[src/slsr_defs.svh]
// Purpose: Register offsets, field positions and reset values of the sync word and request block
// Assumes: Byte-addressed Avalon-MM, one 32-bit word per register
// Notes:   Byte addresses with full decode; the mode register sits at an odd address
`ifndef SLSR_DEFS_SVH
`define SLSR_DEFS_SVH

// ==========================================================================
// Register offsets
// ==========================================================================
`define SLSR_OFS_MODE        12'h20f
`define SLSR_OFS_THRESH      12'h210
`define SLSR_OFS_LINK_CTRL   12'h214
`define SLSR_OFS_STATUS      12'h218

// ==========================================================================
// Fields and reset values
// ==========================================================================
`define SLSR_MODE_MSB        1
`define SLSR_THRESH_MSB      4
`define SLSR_MODE_RST        2'h0
`define SLSR_THRESH_RST      5'h03
`define SLSR_CTRL_EN_BIT     0
`define SLSR_CTRL_66B_BIT    1
`define SLSR_STAT_LEVEL_BIT  0
`define SLSR_STAT_REQ_BIT    1
`define SLSR_STAT_ERR_BIT    2

`endif

[src/slsr_pkg.sv]
// Purpose: Types of the sync word and request block
// Assumes: Constants live in slsr_defs.svh
// Notes:   None
package slsr_pkg;
  typedef enum logic [1:0] {
    SLSR_PAY_CRC12 = 2'b00,
    SLSR_PAY_RSVD1 = 2'b01,
    SLSR_PAY_FEC   = 2'b10,
    SLSR_PAY_RSVD3 = 2'b11
  } slsr_payload_t;

  typedef enum logic [1:0] {
    SLSR_ST_IDLE  = 2'b00,
    SLSR_ST_COUNT = 2'b01,
    SLSR_ST_REQ   = 2'b10
  } slsr_state_t;
endpackage

[src/slsr_top.sv]
// Purpose: Sync word payload select and filter of the active-low sync request
// Assumes: clk_in is the link clock; sync_n_in is asynchronous to it
// Notes:   Avalon-MM slave, answers one cycle after the request
`include "slsr_defs.svh"
`timescale 1ns/1ps
`default_nettype none

module slsr_top #(
  parameter int SYNC_WORD_W = 32
) (
  input  wire logic                     clk_in,
  input  wire logic                     rst_in,
  input  wire logic [11:0]              avs_address_in,
  input  wire logic                     avs_read_in,
  input  wire logic                     avs_write_in,
  input  wire logic [31:0]              avs_writedata_in,
  input  wire logic [3:0]               avs_byteenable_in,
  output logic      [31:0]              avs_readdata_out,
  output logic                          avs_waitrequest_out,
  output logic      [1:0]               avs_response_out,
  input  wire logic                     sync_n_in,
  input  wire logic [SYNC_WORD_W-1:0]   crc_word_in,
  input  wire logic [SYNC_WORD_W-1:0]   fec_word_in,
  output logic      [SYNC_WORD_W-1:0]   sync_word_out,
  output logic      [SYNC_WORD_W-1:0]   cmd_field_out,
  output logic                          link_enable_out,
  output slsr_pkg::slsr_payload_t       sync_header_payload_sel_out,
  output logic                          sync_request_out,
  output logic                          sync_error_out
);
  import slsr_pkg::*;

  // ========================================================================
  // Elaboration checks
  // ========================================================================
  // Sync word holds exactly 32 data bits per multiblock
  if (SYNC_WORD_W != 32) begin : g_bad_word_w
    $error("SYNC_WORD_W must be 32");
  end

  // ========================================================================
  // Registers
  // ========================================================================
  logic [`SLSR_MODE_MSB:0]   mode_reg;
  logic [`SLSR_THRESH_MSB:0] thresh_reg;
  logic                      enable_reg;
  logic                      link_66b_reg;
  logic                      ack_reg;
  logic [31:0]               rdata_reg;
  logic [1:0]                resp_reg;
  logic [2:0]                sync_sh_reg;
  logic                      level_reg;
  logic [4:0]                low_cnt_reg;
  logic                      error_reg;
  slsr_state_t               state_reg;
  slsr_state_t               state_next;
  logic [SYNC_WORD_W-1:0]    word_reg;
  // Next values
  logic                      ack_next;
  logic [31:0]               rdata_next;
  logic [1:0]                resp_next;
  logic                      level_next;
  logic [4:0]                low_cnt_next;
  logic                      error_next;

  function automatic logic hit(input logic [11:0] a, input logic [11:0] ofs);
    hit = (a == ofs);
  endfunction

  // ========================================================================
  // Bus decode
  // ========================================================================
  wire logic req_w      = (avs_read_in | avs_write_in) & ~ack_reg;
  wire logic sel_mode   = hit(avs_address_in, `SLSR_OFS_MODE);
  wire logic sel_thresh = hit(avs_address_in, `SLSR_OFS_THRESH);
  wire logic sel_ctrl   = hit(avs_address_in, `SLSR_OFS_LINK_CTRL);
  wire logic sel_stat   = hit(avs_address_in, `SLSR_OFS_STATUS);
  wire logic mapped     = sel_mode | sel_thresh | sel_ctrl | sel_stat;
  // Write lands at the edge where waitrequest is seen low
  wire logic wr_ok      = ack_reg & avs_write_in & avs_byteenable_in[0];
  // status bit 0 shows filtered level
  wire logic [31:0] rd_mux =
      sel_mode   ? {30'h0, mode_reg} :
      sel_thresh ? {27'h0, thresh_reg} :
      sel_ctrl   ? {30'h0, link_66b_reg, enable_reg} :
      sel_stat   ? {29'h0, error_reg, sync_request_out, level_reg} : 32'h0;

  assign avs_waitrequest_out = (avs_read_in | avs_write_in) & ~ack_reg;
  assign avs_readdata_out    = rdata_reg;
  assign avs_response_out    = resp_reg;

  // Read data and response captured while waitrequest is high
  assign ack_next   = req_w;
  assign rdata_next = (req_w & avs_read_in) ? rd_mux : rdata_reg;
  assign resp_next  = req_w ? (mapped ? 2'h0 : 2'h2) : resp_reg;

  always_ff @(posedge clk_in) begin
    if (rst_in) begin
      ack_reg   <= 1'b0;
      rdata_reg <= 32'h0;
      resp_reg  <= 2'h0;
    end else begin
      ack_reg   <= ack_next;
      rdata_reg <= rdata_next;
      resp_reg  <= resp_next;
    end
  end

  always_ff @(posedge clk_in) begin
    if (rst_in) begin
      mode_reg     <= `SLSR_MODE_RST;
      thresh_reg   <= `SLSR_THRESH_RST;
      enable_reg   <= 1'b0;
      link_66b_reg <= 1'b0;
    end else if (wr_ok) begin
      if (sel_mode) begin
        mode_reg <= avs_writedata_in[`SLSR_MODE_MSB:0];
      end
      if (sel_thresh) begin
        thresh_reg <= avs_writedata_in[`SLSR_THRESH_MSB:0];
      end
      if (sel_ctrl) begin
        enable_reg   <= avs_writedata_in[`SLSR_CTRL_EN_BIT];
        link_66b_reg <= avs_writedata_in[`SLSR_CTRL_66B_BIT];
      end
    end
  end

  // ========================================================================
  // Sync request filter
  // ========================================================================
  // three-stage sampler, change on agreement
  wire logic [2:0] sync_sh_next;
  assign sync_sh_next[0] = sync_n_in;
  // Stages 1 and 2 each read only the one before it
  for (genvar i = 1; i < 3; i++) begin : g_sync_stage
    assign sync_sh_next[i] = sync_sh_reg[i-1];
  end
  // Single-sample glitches never reach the level
  wire logic stages_agree = (sync_sh_reg[1] == sync_sh_reg[2]);
  assign level_next = stages_agree ? sync_sh_reg[2] : level_reg;

  // Idle level is high, so no false request after reset
  always_ff @(posedge clk_in) begin
    if (rst_in) begin
      sync_sh_reg <= 3'b111;
      level_reg   <= 1'b1;
    end else begin
      sync_sh_reg <= sync_sh_next;
      level_reg   <= level_next;
    end
  end

  // Run length reached once count meets threshold
  wire logic limit_hit = (low_cnt_reg >= thresh_reg);

  always_comb begin
    state_next = state_reg;
    case (state_reg)
      SLSR_ST_IDLE: begin
        if (enable_reg && !level_reg) begin
          state_next = (thresh_reg == 5'h0) ? SLSR_ST_REQ : SLSR_ST_COUNT;
        end
      end
      SLSR_ST_COUNT: begin
        if (level_reg || !enable_reg) begin
          state_next = SLSR_ST_IDLE;
        end else if (limit_hit) begin
          state_next = SLSR_ST_REQ;
        end
      end
      SLSR_ST_REQ: begin
        if (level_reg || !enable_reg) begin
          state_next = SLSR_ST_IDLE;
        end
      end
      default: begin
        state_next = SLSR_ST_IDLE;
      end
    endcase
  end

  always_ff @(posedge clk_in) begin
    if (rst_in) begin
      state_reg   <= SLSR_ST_IDLE;
      low_cnt_reg <= 5'h0;
      error_reg   <= 1'b0;
    end else begin
      state_reg   <= state_next;
      low_cnt_reg <= low_cnt_next;
      error_reg   <= error_next;
    end
  end

  // Counter runs only while counting; any break clears it
  assign low_cnt_next = (state_next == SLSR_ST_COUNT) ? low_cnt_reg + 5'h1 : 5'h0;
  assign error_next   = (state_reg == SLSR_ST_COUNT) & level_reg;

  assign sync_request_out = (state_reg == SLSR_ST_REQ);
  assign sync_error_out   = error_reg;

  // ========================================================================
  // Sync word payload
  // ========================================================================
  // payload select in 64B/66B only
  wire logic [SYNC_WORD_W-1:0] word_sel =
      !link_66b_reg             ? {SYNC_WORD_W{1'b0}} :
      (mode_reg == SLSR_PAY_FEC) ? fec_word_in : crc_word_in;

  always_ff @(posedge clk_in) begin
    if (rst_in) begin
      word_reg <= {SYNC_WORD_W{1'b0}};
    end else begin
      word_reg <= word_sel;
    end
  end

  assign sync_word_out               = word_reg;
  assign cmd_field_out               = {SYNC_WORD_W{1'b0}};
  assign link_enable_out             = enable_reg;
  assign sync_header_payload_sel_out = slsr_payload_t'(mode_reg);

endmodule // slsr_top
`default_nettype wire

[config.mk]
export PLATFORM = sky130hd
export DESIGN_NAME = slsr_top
export DESIGN_NICKNAME = d
export VERILOG_FILES = /design/src/slsr_pkg.sv /design/src/slsr_top.sv
export VERILOG_INCLUDE_DIRS = /design/src
export SDC_FILE = /design/constraint.sdc
export NUM_CORES = 1
export LEC_CHECK = 0
export ABC_AREA = 1
export BUFFER_PORTS_ARGS = -buffer_cell sky130_fd_sc_hd__buf_4
export CORE_UTILIZATION = 37
export CTS_BUF_LIST = sky130_fd_sc_hd__clkbuf_16
export DETAILED_ROUTE_END_ITERATION = 8
export PLACE_DENSITY = 0.85
export RECOVER_POWER = 25
export SKIP_CTS_REPAIR_TIMING = 1
export SLEW_MARGIN = 0
export SYNTH_ARGS = -nofsm -noshare
export SYNTH_HDL_FRONTEND = slang
export SYNTH_SLANG_ARGS = --single-unit
export TNS_END_PERCENT = 1
[constraint.sdc]
create_clock -name clk_in -period 1.35 [get_ports clk_in]
set_input_delay 0 -clock clk_in [delete_from_list [all_inputs] [get_ports clk_in]]
set_output_delay 0 -clock clk_in [all_outputs]
set_load 0.01 [all_outputs]
; ---- Yosys cells after proc, flatten, opt, wreduce, memory -nomap -nowiden
; Index checks and enable logic that the tools add are counted.
[word_totals]
reg_bits = 88
in_bits = 117
output_inout_bits = 104
[classes]
reduce_logical = 11
addsub = 1
eq_ne = 9
muxes = 12
n_bitwise = 12
magnitude_cmp = 1
[ops]
columns = op, n
row1 = "equality test 12 x 10 -> 1 bit, second input constant", 4
row2 = 2-to-1 mux 32 bit, 1
row3 = 2-to-1 mux 2 bit, 6
row4 = 2-to-1 mux 5 bit, 2
row5 = 2-to-1 mux 3 bit, 2
row6 = one-hot mux 2 bit (3 select lines), 1
row7 = AND reduction 2 bit, 3
row8 = "adder 5 x 1 -> 5 bit, second input constant", 1
row9 = AND 1 bit, 5
row10 = greater-or-equal comparator 5 bit, 1
row11 = logical NOT 5 bit, 1
row12 = "equality test 2 x 1 -> 1 bit, second input constant", 2
row13 = "equality test 2 bit, second input constant", 2
row14 = OR 1 bit, 4
row15 = OR reduction 2 bit, 2
row16 = inverter 1 bit, 3
row17 = logical NOT 1 bit, 2
row18 = logical NOT 2 bit, 1
row19 = equality test 1 bit, 1
row20 = logical AND 1 bit, 1
row21 = logical OR 1 bit, 1

; ---- Logic depth before layout (Yosys ltp)
; Gate-level depths: netlist of the first run.
[logic_depth]
word_depth = 7
depth_mapped = 10

; ---- Worst setup path after synthesis of the first run
; No wires, ideal clock.
[synth_timing]
path_type = flip-flop to flip-flop
startpoint = register thresh_reg[4]
endpoint = register low_cnt_reg[0]
setup_time_ns = 0.067
arrival_time_ns = 1.343
required_ns = 1.283
n_path_buf = 0
path_slack_ns = -0.061
stages_incl_launch_ff = 10
cell_sequence = dfxtp_1 -> inv_1 -> ha_1 -> nand2_1 -> nor2_1 -> o21ai_0 -> o211ai_1 -> o21ai_0 -> nand3_1 -> nor2_1
[synth_via]
elab_chain_len = 7
[synth_lines]
columns = item, line_no
row1 = "start, declared", slsr_top.sv:45  ; logic [`SLSR_THRESH_MSB:0] thresh_reg;
row2 = "start signal, assigned", slsr_top.sv:112  ; thresh_reg <= `SLSR_THRESH_RST;
row3 = "start signal, assigned", slsr_top.sv:120  ; thresh_reg <= avs_writedata_in[`SLSR_THRESH_MSB:0];
row4 = greater-or-equal comparator 5 bit / logical NOT 5 bit (equally long branches), "slsr_top.sv:155, slsr_top.sv:162"
row5 = 2-to-1 mux 2 bit (on tied branches), "slsr_top.sv:168, slsr_top.sv:162"
row6 = 2-to-1 mux 2 bit (on tied branches), "slsr_top.sv:166, slsr_top.sv:161"
row7 = one-hot mux 2 bit (3 select lines) *, slsr_top.sv:159  ; case (state_reg)
row8 = equality test 2 x 1 -> 1 bit *, slsr_top.sv:196  ; assign low_cnt_next = (state_next == SLSR_ST_COUNT) ? low_cnt_reg + 5'h1 : 5'h0;
row9 = inverter 1 bit (no source line) *, -
row10 = OR reduction 2 bit (no source line) *, -
row11 = "end signal, assigned", slsr_top.sv:190  ; low_cnt_reg <= low_cnt_next;
row12 = "end, declared", slsr_top.sv:53  ; logic [4:0] low_cnt_reg;
; Mark *: on every way between the ends. The rest lies on a longest branch, timed or not.
; A chain may end at the register's enable or synchronous reset.

; ---- Worst setup path in the final report of the first run
[layout_timing]
startpoint = register thresh_reg[1]
endpoint = register low_cnt_reg[2]
; The elaborated chain is that of the path after synthesis.

==> impl_metrics.tcl, run 1 <==
set metrics [dict create \
    drive_gt1_share_pct 31.7 \
    ys_seq_area_share_pct 39.8 \
    setup_viol 7 \
    ys_top_cells_by_area "dfxtp_1 (40%), buf_4 (15%), nand2_1 (12%)" \
    place_congestion 0.815 \
    critPathSlowestCell "dfxtp_2" \
    yosys_warnings 0 \
    startpoint_type "flop" \
    worstSkewPairLatency_ns 0.32 \
    fp.dieH_microns 92.3 \
    power_mw 4.33 \
    row_count 32 \
    yosys.cell_count.top_type "nand2_1" \
    numCtsBuffers 9 \
    reg2reg_depth 9 \
    drv_slew 0 \
    synth_edf_count 0 \
    ant_nets 0 \
    final_hold_viol_count 0 \
    grt_busiest_layer "met2" \
    violations "setup timing" \
    wl_per_cell_microns 14.2 \
    grt_util_met1_pct 18.9 \
    h-tree-depth 3 \
    yosys_register_bits 60 \
    route.detailed.drc 0 \
    required_ns 1.60 \
    place_area_sq_um 4010 \
    layout_min_cycle_time_ns 1.44 \
    grt_util_met3_pct 6.55 \
    pin_count 221 \
    nets 731 \
    n_fill_cell 617 \
    ys_types 32 \
    grt-ovfl-total 0 \
    drtIter0Drc 133 \
    vias 3279 \
    cts_sinks 60 \
    tritoncts "yes" \
    fp.dieArea_sq_um 8510 \
    synthCells 395 \
    hold_depth 3 \
    syn_to_final_growth_pct 63.3 \
    io_buffers 130 \
    synth.avg_cell_area_sq_um 7.63 \
    power.density_nw_per_um2 878 \
    leakage_nw 2.35 \
    cp_cell_sequence "inv_2, ha_4, nand2_1, nor2_1, o21ai_1, o211ai_1, o21ai_1, nand3_2, nor2_1" \
    synth_area_leader_cell "dfxtp_1" \
    status "finished, violations left" \
    grt_max_degree 33 \
    cts_buffer_depth 2 \
    antenna_cells 0 \
    vdd_ir_drop_max_v 0.000736 \
    synthArstFlopShare_pct 0 \
    fp.coreArea_sq_um 7810 \
    multi_input_area_sq_um 1480 \
    grt_pass1_wl_microns 11800 \
    netlist.area_leader.share_pct 39.8 \
    final.setup.worst_slack_ns -0.0908 \
    firstDrtPassIters 4 \
    via_per_inst 4.59 \
    fin_skew_ns 0.00379 \
    worstSetupEndpointType "flop" \
    grt_pass1_vias 2579 \
    cp_slowest_stage_delay_ns 0.34 \
    drv_cap 0 \
    rsz0062_at_grt "yes" \
    wl_microns 10200 \
    ys.flop_type "dfxtp_1" \
    critical_path.max_fanout 6 \
    die_x_microns 92.3 \
    grt.total_usage_pct 17.9 \
    path_clk_slew_ns 0.05 \
    holdWs_ns 0.00319 \
    dp_hpwl_microns 6070 \
    min_path_type "in -> reg" \
    synth_common_cells "nand2_1 (93), buf_4 (60), dfxtp_1 (60)" \
    start_util_pct 38.6 \
    netlist_area_sq_um 3020 \
    clockRootBuffer "clkbuf_16" \
    antenna_found_initial 0 \
    critPathArrivalTime_ns 1.69 \
    critical_path_class "reg -> reg" \
    finalInstanceArea_sq_um 4920 \
    met2_usage_pct 32.8 \
    largest_register_ffs 32 \
    seqCellArea_sq_um 1210 \
    finalCritPeriodShare_pct 107 \
    fmax_mhz 694 \
]
-- layer usage --
layer | up-vias | share of wire [%]
met5 | - | 0
met4 | 0 | 3.9
met3 | 39 | 8.7
met2 | 192 | 51
met1 | 1487 | 37
li1 | 1561 | -
-- power by group --
group          leakage (nW)  total (mW)  switching [mW]  internal, mW
clock network         0.122        1.97           0.758          1.21
logic                  1.74       0.574           0.252         0.322
registers             0.487        1.79         0.00379          1.78
-- worst paths after layout --
path | from | end | slack [ns]
worst min register to register | sync_sh_reg[0] | sync_sh_reg[1] | 0.41
worst max register to register | thresh_reg[1] | low_cnt_reg[2] | -0.09
worst min-delay path | avs_writedata_in[3] | thresh_reg[3] | 0.003
worst max-delay path | thresh_reg[1] | low_cnt_reg[2] | -0.09
-- through the flow --
step / TNS (ns) / utilization, % / worst slack (ns) / instances
floorplan: 0 / - / 0.00545 / 454
global placement: -0.307 / 51.4 / -0.0708 / 632
detailed placement: -0.734 / 51.4 / -0.155 / 632
CTS: -0.787 / 54.7 / -0.162 / 647
global route: -1.50 / 63.1 / -0.251 / 714
finish: -0.363 / 63.1 / -0.0908 / 714
-- cells in the final DEF, fill, tap and decap left out, types with 2 or more instances in the layout --
cell / Yosys / layout
clkinv_1: 1 / 3
o211ai_1: 3 / 3
nand2_2: 5 / 6
dlygate4sd3_1: 0 / 66
ha_4: 0 / 4
buf_12: 0 / 2
ha_1: 6 / 2
nor3_1: 2 / 2
buf_4: 60 / 126
inv_1: 30 / 26
or2_2: 3 / 3
inv_2: 2 / 6
a211oi_2: 2 / 2
clkinv_2: 0 / 2
clkinvlp_4: 0 / 2
clkbuf_1: 0 / 19
nand2_1: 93 / 92
nor2_4: 3 / 4
nand3_1: 17 / 16
nand4_1: 2 / 2
a21oi_2: 1 / 2
a21oi_1: 47 / 46
clkbuf_16: 0 / 9
xor2_1: 2 / 2
nor2_2: 10 / 11
nor2_1: 20 / 18
o21ai_1: 4 / 6
dfxtp_2: 0 / 8
dfxtp_1: 60 / 52
conb_1: 1 / 60
-- worst max-delay path: cells and delay by family, from the launching register on --
family / cells / cell delay [ns]
fa+ha+maj: 1 / 0.20
simple gates: 4 / 0.41
buf+inv: 1 / 0.05
compound gates: 3 / 0.35
flops: 1 / 0.34
-- kinds of logic (layout without fill, tap and decap cells) --
family | Yosys count | after routing | share of synthesized area (%)
AOI/OAI and AO/OA | 61 | 61 | 11.2
xor gates and xnor gates | 3 | 3 | 0.872
adders and majority gates | 6 | 6 | 2.49
buffers and inverters | 104 | 262 | 20.8
DFF | 60 | 60 | 39.8
other | 1 | 60 | 0.124
and+or+nand+nor | 160 | 160 | 24.6
-- layout make-up --
| cell class | instances | share of cell area, % |
|---|---|---|
| timing repair buffer | 214 | 35.0 |
| multi-input combinational | 290 | 30.0 |
| sequential | 60 | 24.6 |
| clock buffer | 9 | 4.57 |
| tap | 102 | 2.59 |
| inverter | 33 | 2.52 |
| clock inverter | 6 | 0.661 |
No activity file was read; power rests on OpenSTA's default activity.
==> run 2: changes to the inputs <==
TNS_END_PERCENT = unset   (was 1)
==> run 2 against run 1 <==
The flow still finishes with violations (setup timing). Combinational power is essentially flat. Largest power group unchanged. Fmax decreased by 0.12%. Via count barely moved. Sequential share of layout area unchanged. Sequential cell count stayed put. Clock power barely moved. Critical path type unchanged. Clock-buffer cell count did not move. Power barely moved.
==> impl_metrics.tcl, run 2 (synthesized netlist as in run 1, its figures left out) <==
set metrics [dict create \
    place_congestion 0.815 \
    nets 731 \
    status "finished, violations left" \
    leakage_nw 2.35 \
    clockRootBuffer "clkbuf_16" \
    grt_pass1_vias 2579 \
    final.setup.worst_slack_ns -0.0925 \
    cts_buffer_depth 2 \
    numCtsBuffers 9 \
    grt-ovfl-total 0 \
    grt_pass1_wl_microns 11800 \
    drtIter0Drc 134 \
    largest_register_ffs 32 \
    cp_cell_sequence "inv_2, ha_4, nand2_1, nor2_1, o21ai_1, o211ai_1, o21ai_1, nand3_2, nor2_1" \
    row_count 32 \
    finalInstanceArea_sq_um 4920 \
    pin_count 221 \
    wl_microns 10100 \
    drv_slew 0 \
    fmax_mhz 693 \
    ant_nets 0 \
    rsz0062_at_grt "yes" \
    firstDrtPassIters 4 \
    syn_to_final_growth_pct 63.3 \
    vdd_ir_drop_max_v 0.000736 \
    fin_skew_ns 0.00384 \
    final_hold_viol_count 0 \
    layout_min_cycle_time_ns 1.44 \
    critPathSlowestCell "dfxtp_2" \
    violations "setup timing" \
    place_area_sq_um 4010 \
    grt.total_usage_pct 17.9 \
    power_mw 4.32 \
    critical_path.max_fanout 6 \
    required_ns 1.60 \
    worstSetupEndpointType "flop" \
    final_util_pct 63.1 \
    finalCritPeriodShare_pct 107 \
    path_clk_slew_ns 0.05 \
    final_cell_mix "buf_4 (126), nand2_1 (92), dlygate4sd3_1 (66), conb_1 (60), dfxtp_1 (52)" \
    fp.coreArea_sq_um 7810 \
    mostFrequentLayoutCell "buf_4" \
    h-tree-depth 3 \
    fin_cells 714 \
    grt_max_degree 33 \
    setup_viol 7 \
    fp.dieH_microns 92.3 \
    drive_gt1_share_pct 31.7 \
    min_path_type "in -> reg" \
    cts_sinks 60 \
    critPathArrivalTime_ns 1.69 \
    startpoint_type "flop" \
    tritoncts "yes" \
    via_per_inst 4.60 \
    drv_cap 0 \
    start_util_pct 38.6 \
    antenna_found_initial 0 \
    dp_hpwl_microns 6070 \
    fp.dieArea_sq_um 8510 \
    antenna_cells 0 \
    worstSkewPairLatency_ns 0.32 \
    route.detailed.drc 0 \
    cp_slowest_stage_delay_ns 0.34 \
    io_buffers 130 \
    power.density_nw_per_um2 878 \
    vias 3282 \
    holdWs_ns 0.00321 \
    wl_per_cell_microns 14.2 \
    dp_cells 632 \
    die_x_microns 92.3 \
    critical_path_class "reg -> reg" \
]
==> run 2: cell counts in the layout (fill, tap and decap cells not counted) <==
Identical to the previous run, type by type.
==> run 2: critical path: cells and delay by family (launching register included) <==
family	cells	cell delay (ns)
buffers and inverters	1	0.05
AOI/OAI and AO/OA	3	0.35
adders and majority gates	1	0.20
and+or+nand+nor	4	0.41
DFF	1	0.34
==> run 2: worst paths after layout <==
path | endpoint | start | depth (start not counted) | slack, ns
hold / removal | thresh_reg[3] | avs_writedata_in[3] | 3 | 0.003
setup / recovery | low_cnt_reg[2] | thresh_reg[1] | 9 | -0.09
setup reg to reg | low_cnt_reg[2] | thresh_reg[1] | 9 | -0.09
hold reg to reg | sync_sh_reg[1] | sync_sh_reg[0] | 1 | 0.41
==> run 2: per-stage QoR <==
stage	TNS, ns	setup slack [ns]
2_1_floorplan	0	0.00545
3_3_place_gp	-0.307	-0.0708
3_5_place_dp	-0.734	-0.155
4_1_cts	-0.787	-0.162
5_1_grt	-1.51	-0.250
6_report	-0.389	-0.0925
==> run 2: area by class of cell <==
type	count	area, sq um
multi-input cells	290	1480
flip-flops and latches	60	1210
inverters	33	124
clock buffers	9	225
clock inverters	6	32.5
well taps	102	128
fillers	617	2880
repair buffers	214	1730
==> run 2: metal layers <==
metal	part of all wire [%]	global-route usage (%)	vias to the layer above
met4	3.9	5.86	0
met1	37	18.9	1490
met3	8.8	6.55	39
met2	51	32.8	190
li1	-	-	1563
met5	0	0	-
==> run 2: power by group <==
part           internal [mW]  switching, mW  total (mW)
Combinational          0.322          0.252       0.574
Sequential              1.78        0.00379        1.79
Clock                   1.21          0.758        1.97
Total                   3.31           1.01        4.32
==> run 3: changes to the inputs <==
SETUP_SLACK_MARGIN = 0.2   (was unset)
==> run 3 against run 2 <==
The flow still finishes with violations (setup timing). Setup slack improved by 0.026 ns. Power rose by 14%. Clock skew rose by 0.0016 ns. Clock power rose by 29%. Routed wire length rose by 13%. Cell area rose by 5.1%. Register-to-register slack improved by 0.03 ns. Hold slack improved by 0.0027 ns. Utilization rose by 3.2 points. Largest cell class unchanged. Largest power group unchanged.
==> impl_metrics.tcl, run 3 (synthesized netlist as in run 1, its figures left out) <==
set metrics [dict create \
    cell_internal_pwr_mw 3.89 \
    critPathArrivalTime_ns 1.66 \
    wl_microns 11500 \
    row_count 32 \
    cp_cell_sequence "inv_2, ha_4, nand2_2, nor2_1, o21ai_1, o211ai_1, o21ai_1, nand3_2, nor2_2" \
    worstSkewPairLatency_ns 0.32 \
    critical_path.max_fanout 6 \
    dp_hpwl_microns 6050 \
    fp.coreArea_sq_um 7810 \
    wl_per_cell_microns 16.0 \
    place_congestion 0.809 \
    multi_input_area_sq_um 1510 \
    antenna_cells 0 \
    fp.dieArea_sq_um 8510 \
    h-tree-depth 3 \
    clockRootBuffer "clkbuf_16" \
    final.setup.worst_slack_ns -0.0663 \
    finalInstanceArea_sq_um 5180 \
    cp_top_family "simple AND/OR/NAND/NOR gates" \
    route.detailed.drc 0 \
    drv_slew 0 \
    vdd_ir_drop_max_v 0.000743 \
    finalCritPeriodShare_pct 105 \
    seqPwrFrac_pct 36.2 \
    status "finished, violations left" \
    via_per_inst 4.75 \
    drv_cap 0 \
    switching_share_pct 21.1 \
    fmax_mhz 706 \
    pin_count 221 \
    mostFrequentLayoutCell "buf_4" \
    p_switching_mw 1.04 \
    antenna_found_initial 0 \
    firstDrtPassIters 4 \
    io_buffers 130 \
    setup_viol 7 \
    die_x_microns 92.3 \
    violations "setup timing" \
    combPwrFrac_pct 12.2 \
    nets 736 \
    critical_path_class "reg -> reg" \
    holdWs_ns 0.00588 \
    required_ns 1.60 \
    drive_gt1_share_pct 34.0 \
    syn_to_final_growth_pct 71.7 \
    startpoint_type "flop" \
    final_cell_mix "buf_4 (121), nand2_1 (92), dlygate4sd3_1 (70), conb_1 (60), dfxtp_1 (49)" \
    power.density_nw_per_um2 953 \
    grt.total_usage_pct 18.2 \
    ant_nets 0 \
    final_hold_viol_count 0 \
    cts_buffer_depth 2 \
    worstSetupEndpointType "flop" \
    seqCellArea_sq_um 1210 \
    n_fill_cell 542 \
    grt_max_degree 33 \
    leakage_nw 2.45 \
    numCtsBuffers 9 \
    grt-ovfl-total 0 \
    largest_register_ffs 32 \
    cts_sinks 60 \
    cp_slowest_stage_delay_ns 0.32 \
    min_path_type "in -> reg" \
    fp.dieH_microns 92.3 \
    critPathSlowestCell "dfxtp_2" \
    place_area_sq_um 4040 \
    fin_skew_ns 0.00544 \
    tritoncts "yes" \
    drtIter0Drc 188 \
    start_util_pct 38.6 \
    grt_pass1_wl_microns 12000 \
    vias 3415 \
    power_frac_clock_pct 51.6 \
    worst_path_most_repeated_cell "o21ai_1" \
    path_clk_slew_ns 0.05 \
    grt_pass1_vias 2561 \
    layout_min_cycle_time_ns 1.42 \
    cp_num_buf_inv 1 \
    rsz0062_at_grt "yes" \
]
## run 3: cell types whose count changed in the layout (fill, tap and decap cells not counted), sizes merged
cell         before  now
clkbuf           29   33
dlygate4sd3      66   70
buf             128  125
bufinv            0    3
clkinvlp          2    0
clkinv            5    4
## run 3: worst reg2reg max path: stages, from the launching register on
cell and delay, ns:
dfxtp_2 0.32, inv_2 0.07, ha_4 0.19, nand2_2 0.06, nor2_1 0.04, o21ai_1 0.07, o211ai_1 0.13, o21ai_1 0.17
nand3_2 0.17, nor2_2 0.13
## run 3: layout make-up
cell class | instances | area share [%]
tap | 102 | 2.46
inverter | 33 | 2.49
clock buffer | 9 | 4.35
multi-input combinational | 290 | 29.1
sequential | 60 | 23.5
clock inverter | 6 | 2.01
timing repair buffer | 219 | 36.1
## run 3: worst paths after layout
path	start	endpoint	slack [ns]	depth (start not counted)
hold / removal	rst_in	state_reg[1]	0.006	2
setup reg to reg	thresh_reg[3]	low_cnt_reg[2]	-0.07	9
setup / recovery	thresh_reg[3]	low_cnt_reg[2]	-0.07	9
hold reg to reg	sync_sh_reg[0]	sync_sh_reg[1]	0.41	1
## run 3: per-stage QoR
| stage | setup TNS [ns] | power, mW | cells | util [%] | worst slack (ns) |
|---|---|---|---|---|---|
| after detailed placement | -0.201 | 2.22 | 627 | 51.7 | -0.0630 |
| after global placement | 0 | 2.21 | 627 | 51.7 | 0.0110 |
| final | -0.319 | 4.93 | 719 | 66.3 | -0.0663 |
| after floorplan | 0 | 2.12 | 454 | - | 0.0601 |
| after CTS | -0.498 | 4.75 | 642 | 55.9 | -0.109 |
| after global routing | -1.26 | 5.09 | 719 | 66.3 | -0.211 |
## run 3: per-layer routing
layer	GRT usage, %	wire, microns
met5	0	0
met4	7.68	588
met3	4.73	1010
met2	33.0	5750
met1	19.9	4120
## run 3: power by group through the flow
stage          clock network (mW)  registers (mW)  logic (mW)
3_3_place_gp                    0            1.82       0.386
3_5_place_dp                    0            1.82       0.393
6_report                     2.54            1.79       0.600
5_1_grt                      2.67            1.79       0.640
2_1_floorplan                   0            1.82       0.296
4_1_cts                      2.57            1.79       0.395
